## src/core/sct_params.svh

```systemverilog
// Named constants for the SDRAM command timing core: pin widths, mode field, burst, buffer.
// Assumes inclusion by bare name from the package and the design modules.
// Summary of operation
// - Precharge ending a read floats the data outputs within the read latency.
// - Read data mask floats the output word sampled 2 clocks after the mask.
// - Write data word with mask asserted on its own edge is discarded.
// - First write word is taken on the same edge as the write command.
// - Clock enable sampled low suspends internal clocking from the next edge.
// - Power-down is entered within 1 clock of its entry condition being sampled.
// - Clock enable raised ends power-down; it takes effect one clock later.
`ifndef SCT_PARAMS_SVH
`define SCT_PARAMS_SVH

`define SCT_DQ_W 16
`define SCT_ADDR_W 12
`define SCT_BA_W 2
`define SCT_BANKS 4
`define SCT_COL_W 4
`define SCT_IDX_W 6
`define SCT_MEM_WORDS 64
`define SCT_WBUF_W 22
`define SCT_WBUF_DEPTH 4

`define SCT_RL_LSB 4
`define SCT_RL_MSB 6
`define SCT_RL_TWO 3'h2
`define SCT_RL_THREE 3'h3
`define SCT_RL_RESET 3'h3
`define SCT_AP_BIT 10

`define SCT_BURST_LEN 3'h4
`define SCT_BEAT_ONE 3'h1
`define SCT_COL_STEP 4'h1

`endif

```

## src/core/sct_pkg.sv

```systemverilog
// Types shared by the SDRAM command timing core: commands and power states.
// Assumes the constants header is on the include path.
`include "sct_params.svh"

package sct_pkg;

    typedef enum logic [7:0] {
        SCT_CMD_NOP = 8'h01,
        SCT_CMD_ACT = 8'h02,
        SCT_CMD_READ = 8'h04,
        SCT_CMD_WRITE = 8'h08,
        SCT_CMD_PRE = 8'h10,
        SCT_CMD_REF = 8'h20,
        SCT_CMD_MRS = 8'h40,
        SCT_CMD_BST = 8'h80
    } sct_cmd_t;

    typedef enum logic [2:0] {
        SCT_PWR_RUN = 3'h1,
        SCT_PWR_DOWN = 3'h2,
        SCT_PWR_SELF = 3'h4
    } sct_pwr_t;

    function automatic sct_cmd_t sct_decode(input logic cs_n, input logic ras_n,
                                            input logic cas_n, input logic we_n);
        sct_cmd_t c;
        c = SCT_CMD_NOP;
        if (!cs_n) begin
            case ({ras_n, cas_n, we_n})
                3'h3: c = SCT_CMD_ACT;
                3'h5: c = SCT_CMD_READ;
                3'h4: c = SCT_CMD_WRITE;
                3'h2: c = SCT_CMD_PRE;
                3'h1: c = SCT_CMD_REF;
                3'h0: c = SCT_CMD_MRS;
                3'h6: c = SCT_CMD_BST;
                default: c = SCT_CMD_NOP;
            endcase
        end
        return c;
    endfunction : sct_decode

endpackage : sct_pkg

```

## src/core/sct_sdram_core.sv

```systemverilog
// Device side of a synchronous DRAM: command decode, bursts, read latency pipe,
// data masking, clock suspend, power-down and self refresh, small storage array.
// Assumes pins already synchronous to mclk and a controller keeping all command spacing.
`timescale 1ns/100ps
`include "sct_params.svh"

module sct_sdram_core import sct_pkg::*; (
    // Clock and reset
    input wire logic mclk,
    input wire logic srst,
    // Command pins
    input wire logic cke,
    input wire logic cs_n,
    input wire logic ras_n,
    input wire logic cas_n,
    input wire logic we_n,
    input wire logic [`SCT_BA_W-1:0] ba,
    input wire logic [`SCT_ADDR_W-1:0] addr,
    // Data pins
    input wire logic dqm,
    input wire logic [`SCT_DQ_W-1:0] dq_in,
    output logic [`SCT_DQ_W-1:0] dq_out,
    output logic dq_oe,
    // Status
    output logic [`SCT_BANKS-1:0] bank_open,
    output logic [2:0] read_latency,
    output logic power_down,
    output logic self_refresh,
    output logic clk_active,
    output logic wbuf_ready
);

    function automatic logic [`SCT_IDX_W-1:0] mem_idx(input logic [`SCT_BA_W-1:0] b,
                                                   input logic [`SCT_COL_W-1:0] c);
        return {b, c};
    endfunction : mem_idx

    // Storage: rows alias onto one another, only bank and column select a word
    logic [`SCT_DQ_W-1:0] mem [`SCT_MEM_WORDS];

    sct_cmd_t cmd;
    logic en;
    logic cke_q, cke_d;
    sct_pwr_t pwr_q, pwr_d;
    logic [2:0] rl_q, rl_d;
    logic [2:0] rl_field;
    logic [`SCT_BANKS-1:0] open_q, open_d;
    logic [2:0] bcnt_q, bcnt_d;
    logic bwr_q, bwr_d, bap_q, bap_d;
    logic [`SCT_BA_W-1:0] bba_q, bba_d;
    logic [`SCT_COL_W-1:0] bcol_q, bcol_d;
    logic beat_rd, beat_wr, beat_ap;
    logic [`SCT_BA_W-1:0] beat_ba;
    logic [`SCT_COL_W-1:0] beat_col;
    logic s0_vld_q, s0_vld_d, s1_vld_q, s1_vld_d;
    logic [`SCT_DQ_W-1:0] s0_q, s0_d, s1_q, s1_d;
    logic dqm_q, dqm_d;
    logic [`SCT_DQ_W-1:0] out_q, out_d;
    logic oe_q, oe_d;
    logic idle_next;
    logic buf_in_valid, buf_in_ready, buf_out_valid, buf_out_ready;
    logic [`SCT_WBUF_W-1:0] buf_in_data, buf_out_data;

    assign cmd = sct_decode(cs_n, ras_n, cas_n, we_n);
    // Commands only act on edges where clocking is enabled and the device is awake
    assign en = cke_q && (pwr_q == SCT_PWR_RUN);
    assign rl_field = addr[`SCT_RL_MSB:`SCT_RL_LSB];

    assign dq_out = out_q;
    assign dq_oe = oe_q;
    assign bank_open = open_q;
    assign read_latency = rl_q;
    assign power_down = pwr_q[1];
    assign self_refresh = pwr_q[2];
    assign clk_active = cke_q;

    // Burst sequencing and bank state
    always_comb begin
        bcnt_d = bcnt_q;
        bwr_d = bwr_q;
        bap_d = bap_q;
        bba_d = bba_q;
        bcol_d = bcol_q;
        open_d = open_q;
        rl_d = rl_q;
        beat_rd = 1'b0;
        beat_wr = 1'b0;
        beat_ap = 1'b0;
        beat_ba = bba_q;
        beat_col = bcol_q;
        if (en) begin
            if (cmd == SCT_CMD_READ || cmd == SCT_CMD_WRITE) begin
                // First beat on the command edge itself
                beat_rd = (cmd == SCT_CMD_READ);
                beat_wr = (cmd == SCT_CMD_WRITE);
                beat_ba = ba;
                beat_col = addr[`SCT_COL_W-1:0];
                bwr_d = (cmd == SCT_CMD_WRITE);
                bap_d = addr[`SCT_AP_BIT];
                bba_d = ba;
                bcol_d = addr[`SCT_COL_W-1:0] + `SCT_COL_STEP;
                bcnt_d = `SCT_BURST_LEN - `SCT_BEAT_ONE;
            end else if (cmd == SCT_CMD_PRE || cmd == SCT_CMD_BST) begin
                // Stop feeding the read pipe so it drains within the latency
                bcnt_d = 3'h0;
            end else if (bcnt_q != 3'h0) begin
                beat_rd = !bwr_q;
                beat_wr = bwr_q;
                beat_ap = bap_q && (bcnt_q == `SCT_BEAT_ONE);
                bcol_d = bcol_q + `SCT_COL_STEP;
                bcnt_d = bcnt_q - `SCT_BEAT_ONE;
            end
            case (cmd)
                SCT_CMD_ACT: open_d[ba] = 1'b1;
                SCT_CMD_PRE: begin
                    if (addr[`SCT_AP_BIT]) begin
                        open_d = '0;
                    end else begin
                        open_d[ba] = 1'b0;
                    end
                end
                SCT_CMD_MRS: begin
                    // Unsupported latencies leave the current setting in place
                    if (rl_field == `SCT_RL_TWO || rl_field == `SCT_RL_THREE) begin
                        rl_d = rl_field;
                    end
                end
                default: begin
                end
            endcase
            if (beat_ap) begin
                open_d[bba_q] = 1'b0;
            end
        end
    end

    always_ff @(posedge mclk) begin
        if (srst) begin
            bcnt_q <= 3'h0;
            bwr_q <= 1'b0;
            bap_q <= 1'b0;
            bba_q <= '0;
            bcol_q <= '0;
            open_q <= '0;
            rl_q <= `SCT_RL_RESET;
        end else begin
            bcnt_q <= bcnt_d;
            bwr_q <= bwr_d;
            bap_q <= bap_d;
            bba_q <= bba_d;
            bcol_q <= bcol_d;
            open_q <= open_d;
            rl_q <= rl_d;
        end
    end

    // Clock enable and power state
    always_comb begin
        cke_d = cke;
        pwr_d = pwr_q;
        idle_next = (bcnt_d == 3'h0) && !beat_rd && !s0_vld_q && !s1_vld_q;
        case (pwr_q)
            SCT_PWR_RUN: begin
                if (cke_q && !cke) begin
                    if (cmd == SCT_CMD_REF) begin
                        pwr_d = SCT_PWR_SELF;
                    end else if (idle_next) begin
                        pwr_d = SCT_PWR_DOWN;
                    end
                end
            end
            SCT_PWR_DOWN, SCT_PWR_SELF: begin
                // Exit edge: awake from the following edge on
                if (cke) begin
                    pwr_d = SCT_PWR_RUN;
                end
            end
            default: pwr_d = SCT_PWR_RUN;
        endcase
    end

    always_ff @(posedge mclk) begin
        if (srst) begin
            cke_q <= 1'b1;
            pwr_q <= SCT_PWR_RUN;
        end else begin
            cke_q <= cke_d;
            pwr_q <= pwr_d;
        end
    end

    // Read pipe; every stage freezes while clocking is suspended
    always_comb begin
        s0_vld_d = s0_vld_q;
        s0_d = s0_q;
        s1_vld_d = s1_vld_q;
        s1_d = s1_q;
        dqm_d = dqm_q;
        out_d = out_q;
        oe_d = oe_q;
        if (cke_q) begin
            s0_vld_d = beat_rd;
            s0_d = mem[mem_idx(beat_ba, beat_col)];
            s1_vld_d = s0_vld_q;
            s1_d = s0_q;
            dqm_d = dqm;
            out_d = (rl_q == `SCT_RL_THREE) ? s1_q : s0_q;
            // Mask sampled one edge back lands on the word seen two edges later
            oe_d = ((rl_q == `SCT_RL_THREE) ? s1_vld_q : s0_vld_q) && !dqm_q;
        end
    end

    always_ff @(posedge mclk) begin
        if (srst) begin
            s0_vld_q <= 1'b0;
            s0_q <= '0;
            s1_vld_q <= 1'b0;
            s1_q <= '0;
            dqm_q <= 1'b0;
            out_q <= '0;
            oe_q <= 1'b0;
        end else begin
            s0_vld_q <= s0_vld_d;
            s0_q <= s0_d;
            s1_vld_q <= s1_vld_d;
            s1_q <= s1_d;
            dqm_q <= dqm_d;
            out_q <= out_d;
            oe_q <= oe_d;
        end
    end

    // Write path: masked words never enter the buffer
    assign buf_in_valid = beat_wr && !dqm;
    assign buf_in_data = {beat_ba, beat_col, dq_in};
    // The array has one port, so a read beat stalls the drain
    assign buf_out_ready = !beat_rd;

    sct_wbuf #(
        .WIDTH(`SCT_WBUF_W),
        .DEPTH(`SCT_WBUF_DEPTH)
    ) u_wbuf (
        .mclk(mclk),
        .srst(srst),
        .in_valid(buf_in_valid),
        .in_ready(buf_in_ready),
        .in_data(buf_in_data),
        .out_valid(buf_out_valid),
        .out_ready(buf_out_ready),
        .out_data(buf_out_data)
    );
    assign wbuf_ready = buf_in_ready;

    always_ff @(posedge mclk) begin
        if (buf_out_valid && buf_out_ready) begin
            mem[buf_out_data[`SCT_WBUF_W-1:`SCT_DQ_W]] <= buf_out_data[`SCT_DQ_W-1:0];
        end
    end

    property p_pre_hiz_rl2;
        @(posedge mclk) disable iff (srst)
        (en && cmd == SCT_CMD_PRE && rl_q == `SCT_RL_TWO && cke) ##1 cke |=> !dq_oe;
    endproperty
    a_pre_hiz_rl2: assert property (p_pre_hiz_rl2) else $error("output not floated after precharge");

    property p_pre_hiz_rl3;
        @(posedge mclk) disable iff (srst)
        (en && cmd == SCT_CMD_PRE && rl_q == `SCT_RL_THREE && cke) ##1 cke[*2] |=> !dq_oe;
    endproperty
    a_pre_hiz_rl3: assert property (p_pre_hiz_rl3) else $error("output not floated after precharge");

    property p_rd_mask;
        @(posedge mclk) disable iff (srst)
        (cke_q && dqm && cke) |-> ##2 !dq_oe;
    endproperty
    a_rd_mask: assert property (p_rd_mask) else $error("masked read word was driven");

    property p_wr_mask;
        @(posedge mclk) disable iff (srst)
        (beat_wr && dqm) |-> !(buf_in_valid && buf_in_ready);
    endproperty
    a_wr_mask: assert property (p_wr_mask) else $error("masked write word was stored");

    property p_wr_first;
        @(posedge mclk) disable iff (srst)
        (en && cmd == SCT_CMD_WRITE && !dqm && wbuf_ready)
            |-> buf_in_valid && buf_in_data[`SCT_DQ_W-1:0] == dq_in;
    endproperty
    a_wr_first: assert property (p_wr_first) else $error("first write word not taken");

    property p_suspend;
        @(posedge mclk) disable iff (srst)
        !cke |-> ##2 ($stable(bcnt_q) && $stable(dq_oe) && $stable(dq_out));
    endproperty
    a_suspend: assert property (p_suspend) else $error("state moved while clock suspended");

    property p_pd_entry;
        @(posedge mclk) disable iff (srst)
        (pwr_q == SCT_PWR_RUN && cke_q && !cke && cmd == SCT_CMD_NOP && bcnt_q == 3'h0
            && !s0_vld_q && !s1_vld_q) |=> power_down ##1 (power_down || cke_q);
    endproperty
    a_pd_entry: assert property (p_pd_entry) else $error("power-down not entered");

    property p_pd_exit;
        @(posedge mclk) disable iff (srst)
        ((power_down || self_refresh) && cke) |=> !power_down && !self_refresh && clk_active;
    endproperty
    a_pd_exit: assert property (p_pd_exit) else $error("power-down exit late");

endmodule : sct_sdram_core

```

## src/core/sct_wbuf.sv

```systemverilog
// Small FIFO between write data capture and the storage array.
// Assumes one clock and a synchronous active-high reset; depth a power of two.
`timescale 1ns/100ps

module sct_wbuf #(
    parameter int WIDTH = 8,
    parameter int DEPTH = 4
) (
    // Clock and reset
    input wire logic mclk,
    input wire logic srst,
    // Filling side
    input wire logic in_valid,
    output logic in_ready,
    input wire logic [WIDTH-1:0] in_data,
    // Draining side
    output logic out_valid,
    input wire logic out_ready,
    output logic [WIDTH-1:0] out_data
);
    localparam int PW = $clog2(DEPTH);
    localparam int CW = $clog2(DEPTH + 1);
    localparam logic [CW-1:0] FULL = CW'(DEPTH);

    logic [WIDTH-1:0] mem [DEPTH];
    logic [PW-1:0] wp_q, wp_d, rp_q, rp_d;
    logic [CW-1:0] cnt_q, cnt_d;
    logic rdy_q, rdy_d;
    logic push, pop;

    assign in_ready = rdy_q;
    assign out_valid = (cnt_q != '0);
    assign out_data = mem[rp_q];

    always_comb begin
        push = in_valid && rdy_q;
        pop = out_valid && out_ready;
        wp_d = push ? PW'(wp_q + 1'b1) : wp_q;
        rp_d = pop ? PW'(rp_q + 1'b1) : rp_q;
        cnt_d = cnt_q;
        if (push && !pop) begin
            cnt_d = CW'(cnt_q + 1'b1);
        end else if (pop && !push) begin
            cnt_d = CW'(cnt_q - 1'b1);
        end
        // Ready is registered so the core can present it straight from a flop
        rdy_d = (cnt_d != FULL);
    end

    always_ff @(posedge mclk) begin
        if (srst) begin
            wp_q <= '0;
            rp_q <= '0;
            cnt_q <= '0;
            rdy_q <= 1'b1;
        end else begin
            wp_q <= wp_d;
            rp_q <= rp_d;
            cnt_q <= cnt_d;
            rdy_q <= rdy_d;
        end
    end

    always_ff @(posedge mclk) begin
        if (push) begin
            mem[wp_q] <= in_data;
        end
    end

endmodule : sct_wbuf

```

## config.mk

```make
export PLATFORM = sky130hd
export DESIGN_NAME = sct_sdram_core
export DESIGN_NICKNAME = d
export VERILOG_FILES = /design/src/core/sct_pkg.sv /design/src/core/sct_sdram_core.sv /design/src/core/sct_wbuf.sv
export VERILOG_INCLUDE_DIRS = /design/src /design/src/core
export SDC_FILE = /design/constraint.sdc
export NUM_CORES = 2
export LEC_CHECK = 0
export ABC_AREA = 1
export BUFFER_PORTS_ARGS = -buffer_cell sky130_fd_sc_hd__buf_2
export CAP_MARGIN = 20
export CORE_MARGIN = 2
export CORE_UTILIZATION = 30
export DETAILED_ROUTE_END_ITERATION = 8
export GPL_ROUTABILITY_DRIVEN = 0
export GPL_TIMING_DRIVEN = 0
export HOLD_SLACK_MARGIN = 0.06
export SLEW_MARGIN = 40
export SYNTH_ARGS = -nofsm -noshare
export SYNTH_HDL_FRONTEND = slang
export SYNTH_SLANG_ARGS = --single-unit
export TNS_END_PERCENT = 100
```

## constraint.sdc

```tcl
create_clock -name mclk -period 3.4 [get_ports mclk]
set_clock_uncertainty 0.1 [all_clocks]
set_input_delay 0.51 -clock mclk [delete_from_list [all_inputs] [get_ports mclk]]
set_output_delay 0.51 -clock mclk [all_outputs]
set_load 0.1 [all_outputs]
```

== Word level (Yosys, flattened, before mapping) ==
Memories as Yosys holds them, arrays and structs flattened. A register that Yosys moved wholly into a read port is not among the register bits.
Index checks and enable logic that the tools add are counted.

* $add $sub $neg: 7
* Order comparisons: 4
* Equal/unequal tests: 25
* Mux-type cells: 48
* Bitwise gates (word level): 5
* Reduce and logical (&&, ||, !) cells: 36

{| class="wikitable"
|+ Operators with widths
! kind !! number
|-
| 8-bit case mux with 7 select lines || 1
|-
| 4-bit 2-to-1 mux || 8
|-
| 3-bit 2-to-1 mux || 10
|-
| 1-bit 2-to-1 mux || 19
|-
| 3-bit by 2-bit == test with 1-bit output, second input constant || 6
|-
| 16-bit 2-to-1 mux || 1
|-
| 1-bit logical AND || 14
|-
| 3-bit == test, second input constant || 4
|-
| 3-bit by 1-bit == test with 1-bit output, second input constant || 3
|-
| 1-bit zero test || 9
|-
| 3-bit AND reduction || 3
|-
| 4-bit by 1-bit adder with 4-bit output, second input constant || 2
|-
| 4-bit AND || 2
|-
| 8-bit by 2-bit == test with 1-bit output, second input constant || 1
|-
| 8-bit by 3-bit == test with 1-bit output, second input constant || 1
|-
| 8-bit by 4-bit == test with 1-bit output, second input constant || 1
|-
| 8-bit by 5-bit == test with 1-bit output, second input constant || 1
|-
| 8-bit by 6-bit == test with 1-bit output, second input constant || 1
|-
| 8-bit by 7-bit == test with 1-bit output, second input constant || 1
|-
| 8-bit == test, second input constant || 1
|-
| 2-bit 2-to-1 mux || 4
|-
| 8-bit 2-to-1 mux || 1
|-
| 4-bit NOT || 2
|-
| 4-bit case mux with 2 select lines || 1
|-
| other kinds (18) || 28
|}

* Register bits after elaboration: 66
* RAM bits: 1112
* Input port bits: 38
* Memories: 2

{| class="wikitable"
|+ Memory list
! name !! depth !! bits a word !! rd ports !! clocked after memory_dff !! write ports !! RTL line !! source
|-
| mem || 64 || 16 || 1 || 1 || 1 || sct_sdram_core.sv:39 || <nowiki>logic [`SCT_DQ_W-1:0] mem [`SCT_MEM_WORDS];</nowiki>
|-
| u_wbuf.mem || 4 || 22 || 1 || 1 || 1 || sct_wbuf.sv:25 || <nowiki>logic [WIDTH-1:0] mem [DEPTH];</nowiki>
|}

== Logic depth before layout (Yosys ltp) ==
* Depth after elaboration: 16
* Gate-level depth with buffers: 18
* Depth with buffers taken out: 16

== Hierarchy ==
From an unflattened synthesis, not the netlist that was laid out.

* Cell total of the unflattened synthesis: 5046
* Area, all modules: 51831.0 um^2

{| class="wikitable"
|+ Modules (own cells, without submodules)
! module !! times used !! cells an instance !! area each (um^2) !! sequential area each (um^2)
|-
| sct_sdram_core || 1 || 4764 || 48046.1 || 32230.9
|-
| sct_wbuf || 1 || 282 || 3784.9 || 2842.7
|}

== Least setup slack after synthesis ==
OpenSTA, ideal clock, no wires.

* Path kind: flip-flop to flip-flop
* Start: register with a tool-made name
* End: memory mem[0][12] (netlist bit), data pin
* Arrival time: 2998 ps
* Data required time: 2747 ps
* Path slack: -251 ps
* Cell stages (with the launch flop): 7
* Buffers on the path: 3
* Clock period less this slack: 3651 ps
* Cell sequence: dfxtp_1 -> clkbuf_1 -> clkinv_1 -> clkbuf_1 -> clkbuf_1 -> o21ai_0 -> o22ai_1

{| class="wikitable"
|+ RTL lines
! element !! RTL line
|-
| end, declared || sct_sdram_core.sv:39
|}

== Final worst setup path ==
* Start: input port cas_n
* End: register s0_q[2] (read register of mem)

* Cells in the longest elaborated chain, start to end: 7
* Elaborated cells on any way between the ends: 16

{| class="wikitable"
|+ RTL lines
! element !! RTL line !! source
|-
| start, declared || sct_sdram_core.sv:15 || <nowiki>input wire logic cas_n,</nowiki>
|-
| 3-bit == test, or another cell as far along || sct_pkg.sv:29 || <nowiki>case ({ras_n, cas_n, we_n})</nowiki>
|-
| 8-bit case mux with 7 select lines * || sct_pkg.sv:29 ||
|-
| 8-bit 2-to-1 mux * || sct_pkg.sv:28 || <nowiki>if (!cs_n) begin</nowiki>
|-
| 8-bit by 3-bit == test with 1-bit output or 8-bit by 4-bit == test with 1-bit output (tied branches) || sct_sdram_core.sv:92 || <nowiki>if (cmd == SCT_CMD_READ || cmd == SCT_CMD_WRITE) begin</nowiki>
|-
| 1-bit logical OR * || sct_sdram_core.sv:92 ||
|-
| 4-bit 2-to-1 mux or 2-bit 2-to-1 mux (tied branches) (2 in a row) || - ||
|-
| end, declared || sct_sdram_core.sv:56 || <nowiki>logic [`SCT_DQ_W-1:0] s0_q, s0_d, s1_q, s1_d;</nowiki>
|}

Every way passes the cells marked *; elsewhere a longest branch is shown, timed or not.
A chain may end at the register's enable or synchronous reset.

==> metrics list <==
* Status: complete, but fails checks
* Violations in the final reports: setup timing
- After detailed routing, no signal wire sits above met5.
- Power spread over the standard cell area amounts to 837 mW/mm2.
- Setup TNS: -0.0115 ns
- Fraction of registers with async set/reset: 0%
* Signed area change from the synthesized netlist to the final layout: 21.9%
- Final slew viol count: 0
* Reg clk slew, reported paths: 0.06 ns
* Violation count after the first detailed-routing iteration: 4766
- Post-Route M1 WL: 65.9 mm
* Vertical die dimension: 420 um
* Global-route usage over all layers: 18.7%
- Setup violations remaining at the end of the flow were counted as 1.
* Path class of the lowest-slack min-delay path: input port to flip-flop
* Portion of total power attributed to combinational logic: 38.5%
* Number of primary I/O pins: 66
- Internal power comes to 31.9 mW.
- The number of cells on the worst reg-to-reg path is 17.
- In the detailed route, the total length drawn on met2 is 76.6 mm.
- Detailed Place HPWL: 118 mm
- Clock net sink count: 1196
- Once layout is complete, the utilization of the core stands at 36.8%.
- Maximum clock frequency: 293 MHz
- Die W: 420 um
- The floorplan has 152 rows.
- The most critical setup path has its endpoint at s0_q[2]$_SDFFE_PP0P_.
* Final Power: 52.9 mW
- For the pin with the worst max-slew slack, the measured transition is 0.901 ns.
* Global-route wire length before repair: 242 mm
* Kind of start point of the critical path: input port
* Reg-to-reg endpoint: s0_q[8]$_SDFFE_PP0P_
* R2r startpoint: clk_active$_SDFF_PP1_
- When the netlist entered floorplanning its net count stood at 5088.
- Starting utilization of the core area: 30.2%
- After layout, the worst path uses 100% of the clock period.
- Net total in the final layout: 5461
- Detailed routing placed a total of 17.5 mm of wire on met3.
* Largest net degree at the start of global routing: 25
* Mean Syn Cell Area: 10.3 um2
* Fraction of the yosys area taken by sequential cells: 67.7%
* Most frequently used cell type in the post-synthesis netlist: sky130_fd_sc_hd__nand2_1
- After the flow finishes, the layout carries non-filler instances totaling 7824.
- In this run, the clock network consumes 25.0% of the power.
* Routed length per placed instance: 21.4 um
- Die outline area: 0.176 mm2
- Yosys mapped the design onto 37 distinct sky130hd cell types.
- Biggest area consumer among synthesized cells: sky130_fd_sc_hd__edfxtp_1
- Post-synthesis sequential element count: 1196
- The cell count after synthesis came out at 5039.
- Fraction of final layout cells with drive strength greater than 1: 13.5%
* Critical path capture point type: flip-flop
- In the routed layout, each cell is associated on average with a via count of 4.88.
- Worst Path Required: 3.93 ns
- Antenna viol nets, final: 0
- Clock tree from TritonCTS: built
- By count the netlist is led by 1212 x sky130_fd_sc_hd__nand2_1, 1112 x sky130_fd_sc_hd__edfxtp_1, 1045 x sky130_fd_sc_hd__nand3_1, 932 x sky130_fd_sc_hd__inv_1, 139 x sky130_fd_sc_hd__nor2_1.
- Leakage dissipation: 25.6 nW
* Count of buffers inserted at the top-level ports: 60
- Post-synth top flop: sky130_fd_sc_hd__edfxtp_1
- Cell repeated most along the worst path: sky130_fd_sc_hd__nand3_1
- Internal reg-to-reg setup slack: 0.03 ns
* Switching share of total power: 39.7%
- Remaining DRCs: 0
- No sink is reached through more buffers than the 3 on the longest clock path.
* Worst EP arrival: 3.94 ns
* Total of warnings raised by yosys: 0
- Min cycle time layout: 3.41 ns
- After global routing the overflow that remains totals 0.
* Sequential power share: 36.5%
* Maximum resistive drop on vdd: 526 uV
- Of all nets on the critical path, the largest fanout is 10.
- Clock latency at the later pin of the worst-skew pair: 0.74 ns
* Net switching power: 21.0 mW
- Cell chosen for the clock root: sky130_fd_sc_hd__clkbuf_16
* Area fraction of the dominant cell type after synthesis: 64.5%
- In this run, synthesis inferred 1112 flip-flops with an integrated enable.
* Biggest cell delay along the critical path: 0.54 ns
* Detailed Route WL: 168 mm
- The floorplan step defined a core boundary enclosing 0.172 mm2.
* Number of antenna violations at the first check in global routing: 3
* Number of maximum-capacitance constraint violations: 0
* Max transition margin: 39.9%
- The cell area that synthesis handed to floorplanning was 0.0518 mm2.
* Maximum level of the CTS H-tree: 3
- Worst setup margin: -0.0115 ns
* Leading post-synthesis cells by cell area: sky130_fd_sc_hd__edfxtp_1 64%, sky130_fd_sc_hd__nand3_1 10%, sky130_fd_sc_hd__nand2_1 8.8%, sky130_fd_sc_hd__inv_1 6.8%, sky130_fd_sc_hd__dfxtp_1 3.2%
* Final Hold Vio Count: 0
* Placed Cells: 7531
- TritonCTS created 121 clock buffers.
- The tightest hold path in the finished design has a slack of 0.112 ns.
- The critical path is of the input port to flip-flop type.
- Sequence of cells on the critical path: dlygate4sd3_1, buf_2, inv_2, nand4_2, nand2_2, nand2_4, nand2_2, buf_6, buf_6, buf_2, nand2_1, nand3_1, nand3_1, nand3_1, nand3_1, nand3_2, nand3_1, nand2_1, inv_1
- Via count of the first global-routing pass: 36200
- Pre-Repair DR Iteration Count: 6
- Routed vias: 38100
- Start point of the critical path: cas_n
- Crit path max-delay cell type: sky130_fd_sc_hd__dlygate4sd3_1
-- cells by family (layout without fill, tap and decap cells) --
kind of cell | Yosys count | after routing | synth area share (%)
buffers and inverters | 1204 | 1678 | 9.41
XOR/XNOR | 3 | 3 | 0.0507
multiplexers | 1 | 1 | 0.0217
adder cells (fa/ha/maj) | 11 | 11 | 0.266
AO/OA/AOI/OAI | 188 | 188 | 2.06
other | 0 | 1 | 0
AND/OR/NAND/NOR | 2436 | 2436 | 20.5
flip-flops | 1196 | 1196 | 67.7
-- placed cells by master (no fill, tap or decap), types with 4 or more instances in the layout --
cell,netlist,layout
sky130_fd_sc_hd__nand3_1,1045,1031
sky130_fd_sc_hd__dfxtp_1,84,83
sky130_fd_sc_hd__clkinv_1,4,34
sky130_fd_sc_hd__o211ai_1,29,29
sky130_fd_sc_hd__clkbuf_2,0,27
sky130_fd_sc_hd__buf_6,14,26
sky130_fd_sc_hd__inv_1,932,932
sky130_fd_sc_hd__nor2_1,139,70
sky130_fd_sc_hd__buf_12,0,19
sky130_fd_sc_hd__clkbuf_16,0,121
sky130_fd_sc_hd__buf_16,0,38
sky130_fd_sc_hd__ha_1,11,11
sky130_fd_sc_hd__o22ai_4,0,16
sky130_fd_sc_hd__dlygate4sd3_1,0,27
sky130_fd_sc_hd__clkbuf_1,73,72
sky130_fd_sc_hd__nand3_2,0,13
sky130_fd_sc_hd__buf_8,0,78
sky130_fd_sc_hd__clkbuf_4,0,40
sky130_fd_sc_hd__nand2_4,4,7
sky130_fd_sc_hd__buf_4,21,69
sky130_fd_sc_hd__nor2_4,3,71
sky130_fd_sc_hd__nand2_2,5,11
sky130_fd_sc_hd__clkinvlp_4,0,4
sky130_fd_sc_hd__o21ai_0,69,67
sky130_fd_sc_hd__nor3_1,9,9
sky130_fd_sc_hd__nand2_1,1212,1201
sky130_fd_sc_hd__buf_1,19,5
sky130_fd_sc_hd__inv_16,0,4
sky130_fd_sc_hd__edfxtp_1,1112,1112
sky130_fd_sc_hd__clkinv_2,0,23
sky130_fd_sc_hd__bufinv_16,0,11
sky130_fd_sc_hd__nand4_1,11,11
sky130_fd_sc_hd__a21oi_1,60,60
sky130_fd_sc_hd__buf_2,138,140
-- repair_timing --
item | CTS | global route
endpoints found under the setup margin | 1029 | 694
pin swaps | 28 | 4
gates cloned | 0 | 0
setup buffers | 37 | 5
gates resized for setup | 73 | 124
hold buffers | 27 | 0
hold endpoints to repair | 72 | 0
-- registers in the layout (all words and copies together) (netlist names), 2 cells and up, named ones only --
| signal | flops |
|---|---|
| mem | 1024 |
| u_wbuf.mem | 88 |
| bba_q | 2 |
| u_wbuf.wp_q | 2 |
| u_wbuf.rp_q | 2 |
| dq_out | 16 |
| s1_q | 16 |
| bcnt_q | 3 |
| bcol_q | 4 |
| bank_open | 4 |
| read_latency | 3 |
| pwr_q | 3 |
| s0_q | 16 |
| u_wbuf.cnt_q | 3 |
-- cell type report --
class | count | area, um2
tap | 2310 | 2890
buffer | 264 | 1650
clock inverter | 77 | 722
multi-input combinational | 2639 | 12800
antenna | 1 | 2.50
inverter | 939 | 3530
sequential | 1196 | 35100
clock buffer | 147 | 3130
fill | 16600 | 108000
timing repair buffer | 251 | 3360
-- stage by stage --
step	worst slack (ns)	cell area [um2]
2_1_floorplan	-0.0384	51900
3_3_place_gp	-2.09	55100
3_5_place_dp	-0.948	58000
4_1_cts	0.00317	62800
5_1_grt	-0.0562	63100
6_report	-0.0115	63100
-- critical path, delay by kind of cell --
family        cells  cell delay, ns
simple gates     12            1.83
buf+inv           7            1.57
-- metal layers --
metal / vias up / track usage, %
li1: 17300 / -
met1: 18400 / 24.4
met2: 2014 / 30.1
met3: 371 / 3.93
met4: 2 / 8.00
met5: - / 0
-- worst min path at each step --
stage | start | depth (start not counted) | to
after global placement | bwr_q$_SDFFE_PP0P_ | 2 | bwr_q$_SDFFE_PP0P_
final | we_n | 4 | bwr_q$_SDFFE_PP0P_
after global routing | addr[2] | 6 | bcol_q[2]$_SDFFE_PP0P_
after CTS | we_n | 4 | bwr_q$_SDFFE_PP0P_
after floorplan | bwr_q$_SDFFE_PP0P_ | 2 | bwr_q$_SDFFE_PP0P_
after detailed placement | bwr_q$_SDFFE_PP0P_ | 2 | bwr_q$_SDFFE_PP0P_
-- power by group through the flow --
stage                     Sequential [mW]  Combinational, mW  Clock, mW
after floorplan                      19.9               9.25          0
after global placement               20.0               16.7          0
after detailed placement             19.6               19.1          0
after CTS                            19.3               19.5       13.3
after global routing                 19.3               21.5       13.9
final                                19.3               20.4       13.2
No activity file was read; power rests on OpenSTA's default activity.
